--- src/hdl/port_arb_pkg.sv ---
// Constants and types for the port arbitration table block
package port_arb_pkg;
    localparam int ADDR_W = 12;
    localparam int WORDS = 4;
    localparam int SLOTS = 32;
    localparam int SLOT_W = 4;
    localparam logic [ADDR_W-1:0] TBL_WORD0_ADDR = 12'h240;
    localparam logic [ADDR_W-1:0] TBL_WORD1_ADDR = 12'h244;
    localparam logic [ADDR_W-1:0] TBL_WORD2_ADDR = 12'h248;
    localparam logic [ADDR_W-1:0] TBL_WORD3_ADDR = 12'h24c;
    localparam logic [ADDR_W-1:0] CTRL_ADDR = 12'h250;
    localparam logic [ADDR_W-1:0] STAT_ADDR = 12'h254;
    localparam int LOAD_REQ_BIT = 16;
    localparam int SCHEME_LSB = 17;
    localparam int PENDING_BIT = 16;
    localparam logic [31:0] TABLE_RESET = 32'h0;
    localparam logic [2:0] SCHEME_RESET = 3'h0;
    localparam logic [2:0] SCHEME_TABLE = 3'h1;
    localparam logic [3:0] CODE_LAST_DIRECT = 4'hd;
    localparam logic [3:0] CODE_PORT15 = 4'he;
    localparam logic [3:0] PORT15 = 4'hf;
    localparam logic [3:0] EGRESS_DEFAULT = 4'hf;

    typedef struct packed {
        logic [ADDR_W-1:0] addr;
        logic [31:0] wdata;
        logic wr;
        logic rd;
    } reg_req_t;

    typedef struct packed {
        logic valid;
        logic [3:0] port;
        logic [4:0] slot;
    } grant_t;

    typedef enum logic [1:0] {
        LD_IDLE = 2'b01,
        LD_COPY = 2'b10
    } load_state_t;
endpackage

--- src/hdl/port_arbitration_table.sv ---
// Port arbitration table with load/coherency control and slot-walking arbiter
`timescale 1ns/100ps
`default_nettype none
module port_arbitration_table #(
    parameter logic [3:0] EGRESS_PORT = port_arb_pkg::EGRESS_DEFAULT
) (
    input wire logic sys_clk,
    input wire logic resetn,
    input wire port_arb_pkg::reg_req_t regReq,
    output logic [31:0] rdData,
    input wire logic [15:0] portRequest,
    input wire logic periodDone,
    output port_arb_pkg::grant_t grant
);
    import port_arb_pkg::*;

    // Code to port number; PORT15 also marks an unusable code
    function automatic logic [3:0] portOf(input logic [3:0] code);
        if (code <= CODE_LAST_DIRECT) begin
            portOf = code;
        end else if (code == CODE_PORT15) begin
            portOf = PORT15;
        end else begin
            portOf = PORT15;
        end
    endfunction

    function automatic logic codeValid(input logic [3:0] code);
        codeValid = (code <= CODE_PORT15) && (portOf(code) != EGRESS_PORT);
    endfunction

    function automatic logic [3:0] slotCode(input logic [127:0] flat, input logic [4:0] k);
        slotCode = flat[{k, 2'b00} +: SLOT_W];
    endfunction

    logic [31:0] tableWord_q [WORDS];
    logic [31:0] activeWord_q [WORDS];
    logic [2:0] schemeSel_q;
    logic pending_q;
    load_state_t ldState_q;
    logic [1:0] ldIdx_q;
    logic [4:0] slotPtr_q;
    grant_t grant_q;
    logic [31:0] rdData_q;

    wire logic [1:0] wordIdx = regReq.addr[3:2];
    wire logic tblHit = (regReq.addr[ADDR_W-1:4] == TBL_WORD0_ADDR[ADDR_W-1:4])
        && (regReq.addr[1:0] == 2'b00);
    wire logic ctrlHit = (regReq.addr == CTRL_ADDR);
    wire logic statHit = (regReq.addr == STAT_ADDR);
    wire logic tblWr = regReq.wr && tblHit;
    wire logic ctrlWr = regReq.wr && ctrlHit;
    wire logic tableUsed = (schemeSel_q == SCHEME_TABLE);
    // Load only under a table scheme, and not while a copy is running
    wire logic loadStart = ctrlWr && regReq.wdata[LOAD_REQ_BIT] && tableUsed
        && (ldState_q == LD_IDLE);
    wire logic loadDone = (ldState_q == LD_COPY) && (ldIdx_q == 2'd3);
    wire logic [127:0] activeFlat = {activeWord_q[3], activeWord_q[2],
        activeWord_q[1], activeWord_q[0]};

    // Load bit is write-only and always reads zero
    wire logic [31:0] ctrlRead = {12'h0, schemeSel_q, 1'b0, 16'h0};
    wire logic [31:0] statRead = {15'h0, pending_q, 16'h0};
    wire logic [31:0] rdNext = tblHit ? tableWord_q[wordIdx] :
        ctrlHit ? ctrlRead : statHit ? statRead : 32'h0;

    // Search from the pointer for the first usable slot, all in one cycle
    // Long path, traded for skipping invalid slots at no time cost
    logic found;
    logic [4:0] selSlot;
    always_comb begin
        logic [4:0] k;
        k = 5'd0;
        found = 1'b0;
        selSlot = slotPtr_q;
        for (int i = 0; i < SLOTS; i++) begin
            k = slotPtr_q + 5'(i);
            if (!found && codeValid(slotCode(activeFlat, k))) begin
                found = 1'b1;
                selSlot = k;
            end
        end
    end

    wire logic [3:0] selPort = portOf(slotCode(activeFlat, selSlot));
    wire logic advance = periodDone && tableUsed && found;
    wire grant_t grantNext = '{valid: tableUsed && found && portRequest[selPort],
        port: selPort, slot: selSlot};

    always_ff @(posedge sys_clk or negedge resetn) begin
        if (!resetn) begin
            for (int i = 0; i < WORDS; i++) begin
                tableWord_q[i] <= TABLE_RESET;
                activeWord_q[i] <= TABLE_RESET;
            end
        end else begin
            if (tblWr) begin
                tableWord_q[wordIdx] <= regReq.wdata;
            end
            // Copy one word per cycle so the load has a visible end
            if (ldState_q == LD_COPY) begin
                activeWord_q[ldIdx_q] <= tableWord_q[ldIdx_q];
            end
        end
    end

    always_ff @(posedge sys_clk or negedge resetn) begin
        if (!resetn) begin
            schemeSel_q <= SCHEME_RESET;
            ldState_q <= LD_IDLE;
            ldIdx_q <= 2'd0;
        end else begin
            if (ctrlWr) begin
                schemeSel_q <= regReq.wdata[SCHEME_LSB +: 3];
            end
            case (ldState_q)
                LD_IDLE: begin
                    ldIdx_q <= 2'd0;
                    if (loadStart) begin
                        ldState_q <= LD_COPY;
                    end
                end
                LD_COPY: begin
                    ldIdx_q <= ldIdx_q + 2'd1;
                    if (loadDone) begin
                        ldState_q <= LD_IDLE;
                    end
                end
                default: begin
                    ldState_q <= LD_IDLE;
                end
            endcase
        end
    end

    always_ff @(posedge sys_clk or negedge resetn) begin
        if (!resetn) begin
            pending_q <= 1'b0;
        end else if (tblWr) begin
            pending_q <= 1'b1;
        end else if (loadDone) begin
            pending_q <= 1'b0;
        end
    end

    always_ff @(posedge sys_clk or negedge resetn) begin
        if (!resetn) begin
            slotPtr_q <= 5'd0;
            grant_q <= '0;
            rdData_q <= 32'h0;
        end else begin
            if (advance) begin
                slotPtr_q <= selSlot + 5'd1;
            end
            grant_q <= grantNext;
            rdData_q <= regReq.rd ? rdNext : 32'h0;
        end
    end

    assign rdData = rdData_q;
    assign grant = grant_q;
endmodule
`default_nettype wire

--- config.mk ---
export PLATFORM = sky130hd
export DESIGN_NAME = port_arbitration_table
export DESIGN_NICKNAME = d
export VERILOG_FILES = /design/src/hdl/port_arb_pkg.sv /design/src/hdl/port_arbitration_table.sv
export SDC_FILE = /design/constraint.sdc
export NUM_CORES = 1
export LEC_CHECK = 0
export BUFFER_PORTS_ARGS = -buffer_cell sky130_fd_sc_hd__buf_4
export CAP_MARGIN = 15
export CORE_ASPECT_RATIO = 1.75
export CORE_UTILIZATION = 51
export CTS_BUF_LIST = sky130_fd_sc_hd__clkbuf_2
export DETAILED_ROUTE_END_ITERATION = 6
export GPL_ROUTABILITY_DRIVEN = 1
export GPL_TIMING_DRIVEN = 0
export PLACE_DENSITY = 0.68
export RECOVER_POWER = 25
export SETUP_SLACK_MARGIN = 0.4
export SYNTH_ARGS = -nofsm -noshare
export SYNTH_HDL_FRONTEND = slang
export SYNTH_SLANG_ARGS = --single-unit
--- constraint.sdc ---
create_clock -name sys_clk -period 11 [get_ports sys_clk]
set_input_delay 1.1 -clock sys_clk [delete_from_list [all_inputs] [get_ports sys_clk]]
set_output_delay 1.1 -clock sys_clk [all_outputs]
set_load 0.03 [all_outputs]
==> impl_metrics.json, run 1 <==
{
  "n_fill_cell": 3710,
  "syn_nets": 2018,
  "h-tree-depth": 3,
  "initial_utilization": 0.517,
  "finalSetupViolCount": 0,
  "die_y_um": 277,
  "drt-pass1-iter-count": 7,
  "slowest_stage": "xnor2_2",
  "peakVddDrop_uv": 91.5,
  "r2r_end": "grant[9]",
  "cp_num_buf_inv": 10,
  "r2r_slack_ps": 520,
  "vias": 19305,
  "hold_buffers": 0,
  "drt_wl_total_um": 97600,
  "highest_layer": "met5",
  "clkLatencyLatePin_ps": 920,
  "tightest_slew_ps": 6700,
  "ys_seq_area_frac": 0.354,
  "grt_pass1_vias": 19849,
  "sw_frac_of_total": 0.297,
  "final_nets": 2212,
  "clock_path_buffers": 3,
  "p_int_mw": 1.47,
  "wl_met2_um": 47900,
  "cts_sinks": 311,
  "powerDensity_nw_per_um2": 86.1,
  "leakagePower_nw": 10.6,
  "crit_arrival_ps": 11300,
  "wl_met1_um": 28200,
  "drv_slew": 182,
  "required_ps": 11820,
  "min_period_over_period": 0.953,
  "r2r-start": "slotPtr_q[1]",
  "syn_to_final_growth_pct": 10.7,
  "yosys_warnings": 0,
  "pwr-share-seq": 0.549,
  "hold_path.class": "in2reg",
  "die_x_um": 159,
  "place_ws_ps": -249,
  "port_buffers": 105,
  "die_area_um2": 44000,
  "ys_types": 88,
  "syn_area_per_cell_um2": 11.4,
  "layout_min_cycle_time_ps": 10480,
  "post_dp_cell_area_um2": 23600,
  "rows": 100,
  "endpoint_kind": "flip-flop",
  "synth_ff_type": "dfrtp_1",
  "ff2ff_path_depth": 30,
  "max_cap_viol_count": 2,
  "final_area_um2": 24400,
  "maxSlewHeadroom": -3.46,
  "grt_usage": 0.453,
  "drc_errors": 7,
  "cp_common_cell": "buf_2",
  "violations": "design-rule violations, max-capacitance violations, max-slew violations",
  "cts_tree": "built",
  "numCtsBuffers": 66,
  "fin_tns_setup_ps": 0,
  "ys_ff_latch": 311,
  "cp-startpoint": "slotPtr_q[1]",
  "final_common_cell": "dfrtp_1",
  "cp-start-kind": "flip-flop",
  "mostFrequentLayoutCells": "dfrtp_1 (310), mux2_2 (281), mux4_2 (165)",
  "skew_ps": 90.8,
  "synth_fa_ha_area_frac": 0.0108,
  "drive_gt1_frac": 0.349,
  "grt_max_degree": 134,
  "post_drt_wl_per_cell_um": 35.7,
  "crit_path_max_fanout": 13,
  "gp_congestion": 1.13,
  "overflow": 0,
  "final_util": 0.573,
  "rsz0062_at_grt": "no",
  "cp_num_cells": 30,
  "synth_compound_area_frac": 0.107,
  "synth_area_um2": 22000,
  "critPathMaxStageDelay_ps": 820,
  "core_area_um2": 42500,
  "status": "finished, violations left",
  "met3_length_um": 8530,
  "io_pins": 107,
  "root_buffer": "clkbuf_2",
  "viasPerCell": 7.05,
  "critical_path_class": "reg2reg",
  "drtIter0Drc": 1548,
  "max_freq_mhz": 95.4,
  "final_hold_viol_count": 0,
  "synth_edf_count": 0,
  "syn_inst": 1934,
  "grt_pass1_wl_um": 140000,
  "worst_slack_ps": 519,
  "path_delay_family": "buffers and inverters",
  "dp_hpwl_um": 72800,
  "pwr-share-comb": 0.124,
  "synthSimpleGateAreaFrac": 0.130,
  "ant_nets": 0,
  "antenna_found_initial": 9,
  "switchingPower_uw": 623,
  "path_clk_slew_ps": 130,
  "cp-endpoint": "grant[9]",
  "whs_ps": 432,
  "async_reset_ff_frac": 1.00,
  "p_clk_frac": 0.327,
  "synthXorXnorAreaFrac": 0.0174,
  "synth_top_family_by_area": "multiplexers",
  "muxShareOfSynthArea": 0.348
}
==> worst min-delay path by stage <==
| stage | cells past startpoint | from | to | slack [ps] |
|---|---|---|---|---|
| final | 2 | regReq[16] | tableWord_q[46] | 430 |
| after global placement | 1 | pending_q | pending_q | 470 |
| after detailed placement | 1 | pending_q | pending_q | 480 |
| after CTS | 1 | resetn | activeFlat[101] | 30 |
| after global routing | 2 | regReq[15] | tableWord_q[109] | 420 |
| after floorplan | 1 | pending_q | pending_q | 450 |
==> area by class of cell <==
cell class / count / area, µm² / area share
tap: 561 / 702 / 0.0288
clock inverter: 22 / 114 / 0.00467
timing repair buffer: 126 / 991 / 0.0407
buffer: 132 / 647 / 0.0266
inverter: 26 / 100 / 0.00411
clock buffer: 89 / 445 / 0.0183
multi-input combinational: 1465 / 13600 / 0.557
sequential: 311 / 7780 / 0.320
antenna: 5 / 12.5 / 0.000514
==> metal layers <==
layer | global-route usage | vias to the layer above
li1 | - | 7977
met1 | 0.400 | 9612
met3 | 0.168 | 557
met5 | 0 | -
met4 | 0.504 | 10
met2 | 0.748 | 1149
==> repair_timing <==
item / in CTS / in global routing
buffers inserted: 0 / 4
pin swaps: 0 / 1
resized for setup: 6 / 24
setup endpoints to repair: 2 / 5
==> metrics by stage <==
step                power (mW)  instances
global placement          1.40       2600
global route              2.17       2734
finish                    2.10       2737
CTS                       2.09       2717
detailed placement        1.41       2606
floorplan                 1.30       1934
==> state kept, by name, summed over array words and instances, names as in the netlist, 2 cells and up <==
register and flops:
schemeSel_q 3, slotPtr_q 5, ldState_q 2, grant 10
rdData 32, ldIdx_q 2, tableWord_q 128, activeFlat 128
==> power groups by stage <==
stage	Clock, mW	Sequential [mW]	Combinational, mW
floorplan	0	1.17	0.126
global placement	0	1.17	0.234
detailed placement	0	1.17	0.240
CTS	0.698	1.15	0.241
global route	0.745	1.15	0.273
finish	0.686	1.15	0.261
==> cell usage after synthesis (7+ instances only) <==
| cell | count | area share |
|---|---|---|
| xor2_1 | 14 | 0.0056 |
| buf_2 | 25 | 0.0057 |
| a22oi_1 | 22 | 0.0075 |
| a31oi_1 | 8 | 0.0023 |
| nor3_1 | 55 | 0.013 |
| o22ai_1 | 20 | 0.0057 |
| buf_6 | 10 | 0.0051 |
| a2111oi_0 | 8 | 0.0032 |
| mux2i_1 | 66 | 0.030 |
| o2bb2ai_1 | 10 | 0.0040 |
| o21ai_0 | 62 | 0.014 |
| or4_1 | 9 | 0.0031 |
| dfrtp_1 | 310 | 0.35 |
| or3_1 | 8 | 0.0023 |
| and3_1 | 45 | 0.013 |
| a2bb2oi_1 | 19 | 0.0076 |
| a21oi_1 | 68 | 0.015 |
| nor4_1 | 22 | 0.0063 |
| a21boi_0 | 16 | 0.0055 |
| a21o_1 | 9 | 0.0031 |
| nand2b_1 | 14 | 0.0040 |
| nor2_1 | 82 | 0.014 |
| mux2_2 | 281 | 0.14 |
| o211ai_1 | 7 | 0.0024 |
| clkbuf_1 | 64 | 0.011 |
| inv_1 | 22 | 0.0038 |
| nand4_1 | 31 | 0.0088 |
| a211oi_1 | 13 | 0.0044 |
| buf_1 | 24 | 0.0041 |
| ha_1 | 19 | 0.011 |
| xnor2_1 | 21 | 0.0084 |
| nor2b_1 | 39 | 0.011 |
| mux4_2 | 165 | 0.17 |
| nand3_1 | 60 | 0.014 |
| nand2_1 | 142 | 0.024 |
| buf_4 | 9 | 0.0031 |
==> kinds of logic (layout without fill, tap and decap cells) <==
kind of cell	count (synthesis)	in the layout
other cells	0	5
buf+inv	158	395
mux	517	517
flops	311	311
simple gates	551	551
compound gates	339	339
fa+ha+maj	19	19
xor+xnor	39	39
No activity file was read; power rests on OpenSTA's default activity.
==> run 2: changes to the inputs <==
Settings changed: BUFFER_PORTS_ARGS -buffer_cell sky130_fd_sc_hd__buf_4 to default, DONT_BUFFER_PORTS from default to 1, MAX_ROUTING_LAYER from default to met4, PLACE_DENSITY 0.68 to 0.64.
==> impl_metrics.json, run 2 (synthesized netlist as in run 1, its figures left out) <==
{
  "status": "finished, violations left",
  "violations": "design-rule violations, max-capacitance violations, max-slew violations",
  "place_inst": 2502,
  "cp-startpoint": "slotPtr_q[1]",
  "viasPerCell": 7.16,
  "skew_ps": 109,
  "overflow": 0,
  "wl_met1_um": 27700,
  "leakagePower_nw": 10.0,
  "final_util": 0.554,
  "h-tree-depth": 3,
  "drv_slew": 148,
  "core_area_um2": 42500,
  "dp_hpwl_um": 72300,
  "die_y_um": 277,
  "mostFrequentLayoutCells": "dfrtp_1 (310), mux2_2 (281), mux4_2 (165)",
  "n_fill_cell": 3762,
  "vias": 18879,
  "r2r_end": "grant[9]",
  "cts_sinks": 311,
  "crit_arrival_ps": 11240,
  "cp_num_buf_inv": 12,
  "required_ps": 11820,
  "place_ws_ps": -318,
  "cp-endpoint": "grant[9]",
  "min_period_over_period": 0.948,
  "finalSetupViolCount": 0,
  "grt_usage": 0.461,
  "critPathMaxStageDelay_ps": 680,
  "multi_input_area_um2": 13600,
  "final_common_cell": "dfrtp_1",
  "drt_wl_total_um": 96100,
  "rows": 100,
  "numCtsBuffers": 67,
  "path_clk_slew_ps": 110,
  "ff2ff_path_depth": 29,
  "grt_pass1_vias": 19349,
  "cp_num_cells": 29,
  "powerDensity_nw_per_um2": 88.6,
  "io_pins": 107,
  "critical_path_class": "reg2reg",
  "peakVddDrop_uv": 115,
  "r2r_slack_ps": 570,
  "path_delay_family": "buffers and inverters",
  "met3_length_um": 7990,
  "initial_utilization": 0.517,
  "slowest_stage": "o21bai_1",
  "gp_congestion": 1.11,
  "fin_tns_setup_ps": 0,
  "fin_cells": 2638,
  "drc_errors": 6,
  "antenna_found_initial": 5,
  "port_buffers": 0,
  "post_drt_wl_per_cell_um": 36.4,
  "layout.area.seq_um2": 7780,
  "die_x_um": 159,
  "rsz0062_at_grt": "no",
  "post_dp_cell_area_um2": 22800,
  "grt_pass1_wl_um": 138000,
  "ant_nets": 0,
  "wl_met2_um": 47400,
  "cp-start-kind": "flip-flop",
  "whs_ps": 35.6,
  "tightest_slew_ps": 7760,
  "hold_path.class": "in2async",
  "drive_gt1_frac": 0.315,
  "maxSlewHeadroom": -4.17,
  "root_buffer": "clkbuf_2",
  "crit_path_max_fanout": 13,
  "endpoint_kind": "flip-flop",
  "drtIter0Drc": 1586,
  "final_area_um2": 23600,
  "cts_tree": "built",
  "max_freq_mhz": 95.9,
  "layout_min_cycle_time_ps": 10430,
  "r2r-start": "slotPtr_q[1]",
  "grt_max_degree": 311,
  "final_hold_viol_count": 0,
  "final_nets": 2103,
  "highest_layer": "met4",
  "syn_to_final_growth_pct": 7.18,
  "power.total_mw": 2.09,
  "cp_common_cell": "buf_2",
  "worst_slack_ps": 575,
  "die_area_um2": 44000,
  "drt-pass1-iter-count": 7,
  "clock_path_buffers": 3,
  "clkLatencyLatePin_ps": 950,
  "max_cap_viol_count": 1
}
-- run 2: cell count changes in the layout (fill, tap and decap cells not counted), sizes merged --
cell           change
clkinvlp           +2
clkinv             +2
clkbuf             +2
buf              -109
inv                +1
diode              +2
clkdlybuf4s15      +1
-- run 2: worst min-delay path by stage --
| stage | startpoint | to |
|---|---|---|
| finish | resetn | ldState_q[0] |
| global placement | pending_q | pending_q |
| detailed placement | pending_q | pending_q |
| CTS | resetn | ldState_q[0] |
| floorplan | pending_q | pending_q |
| global route | resetn | ldState_q[0] |
-- run 2: metal layers --
layer	GRT usage	vias to the layer above
met2	0.751	1143
li1	-	7770
met3	0.145	594
met4	0.493	0
met1	0.401	9372
met5	-	-
-- run 2: timing repair --
action,in CTS,in global routing
endpoints found under the hold margin,310,0
endpoints found under the setup margin,3,5
setup buffers,0,5
hold buffers,1,0
resized for setup,5,23
pin swaps,0,1
-- run 2: power by group --
part,total (mW),internal [mW],switching [mW]
sequential,1.15,1.15,0.00442
combinational,0.228,0.0703,0.158
clock,0.711,0.254,0.457
-- run 2: final cells by class --
cell class                      instances  area share
Inverter                               26     0.00424
Tap cell                              561      0.0298
Antenna cell                            7    0.000743
Sequential cell                       311       0.330
Clock inverter                         27     0.00589
Buffer                                132      0.0275
Timing Repair Buffer                   16     0.00626
Clock buffer                           93      0.0197
Multi-Input combinational cell       1465       0.576
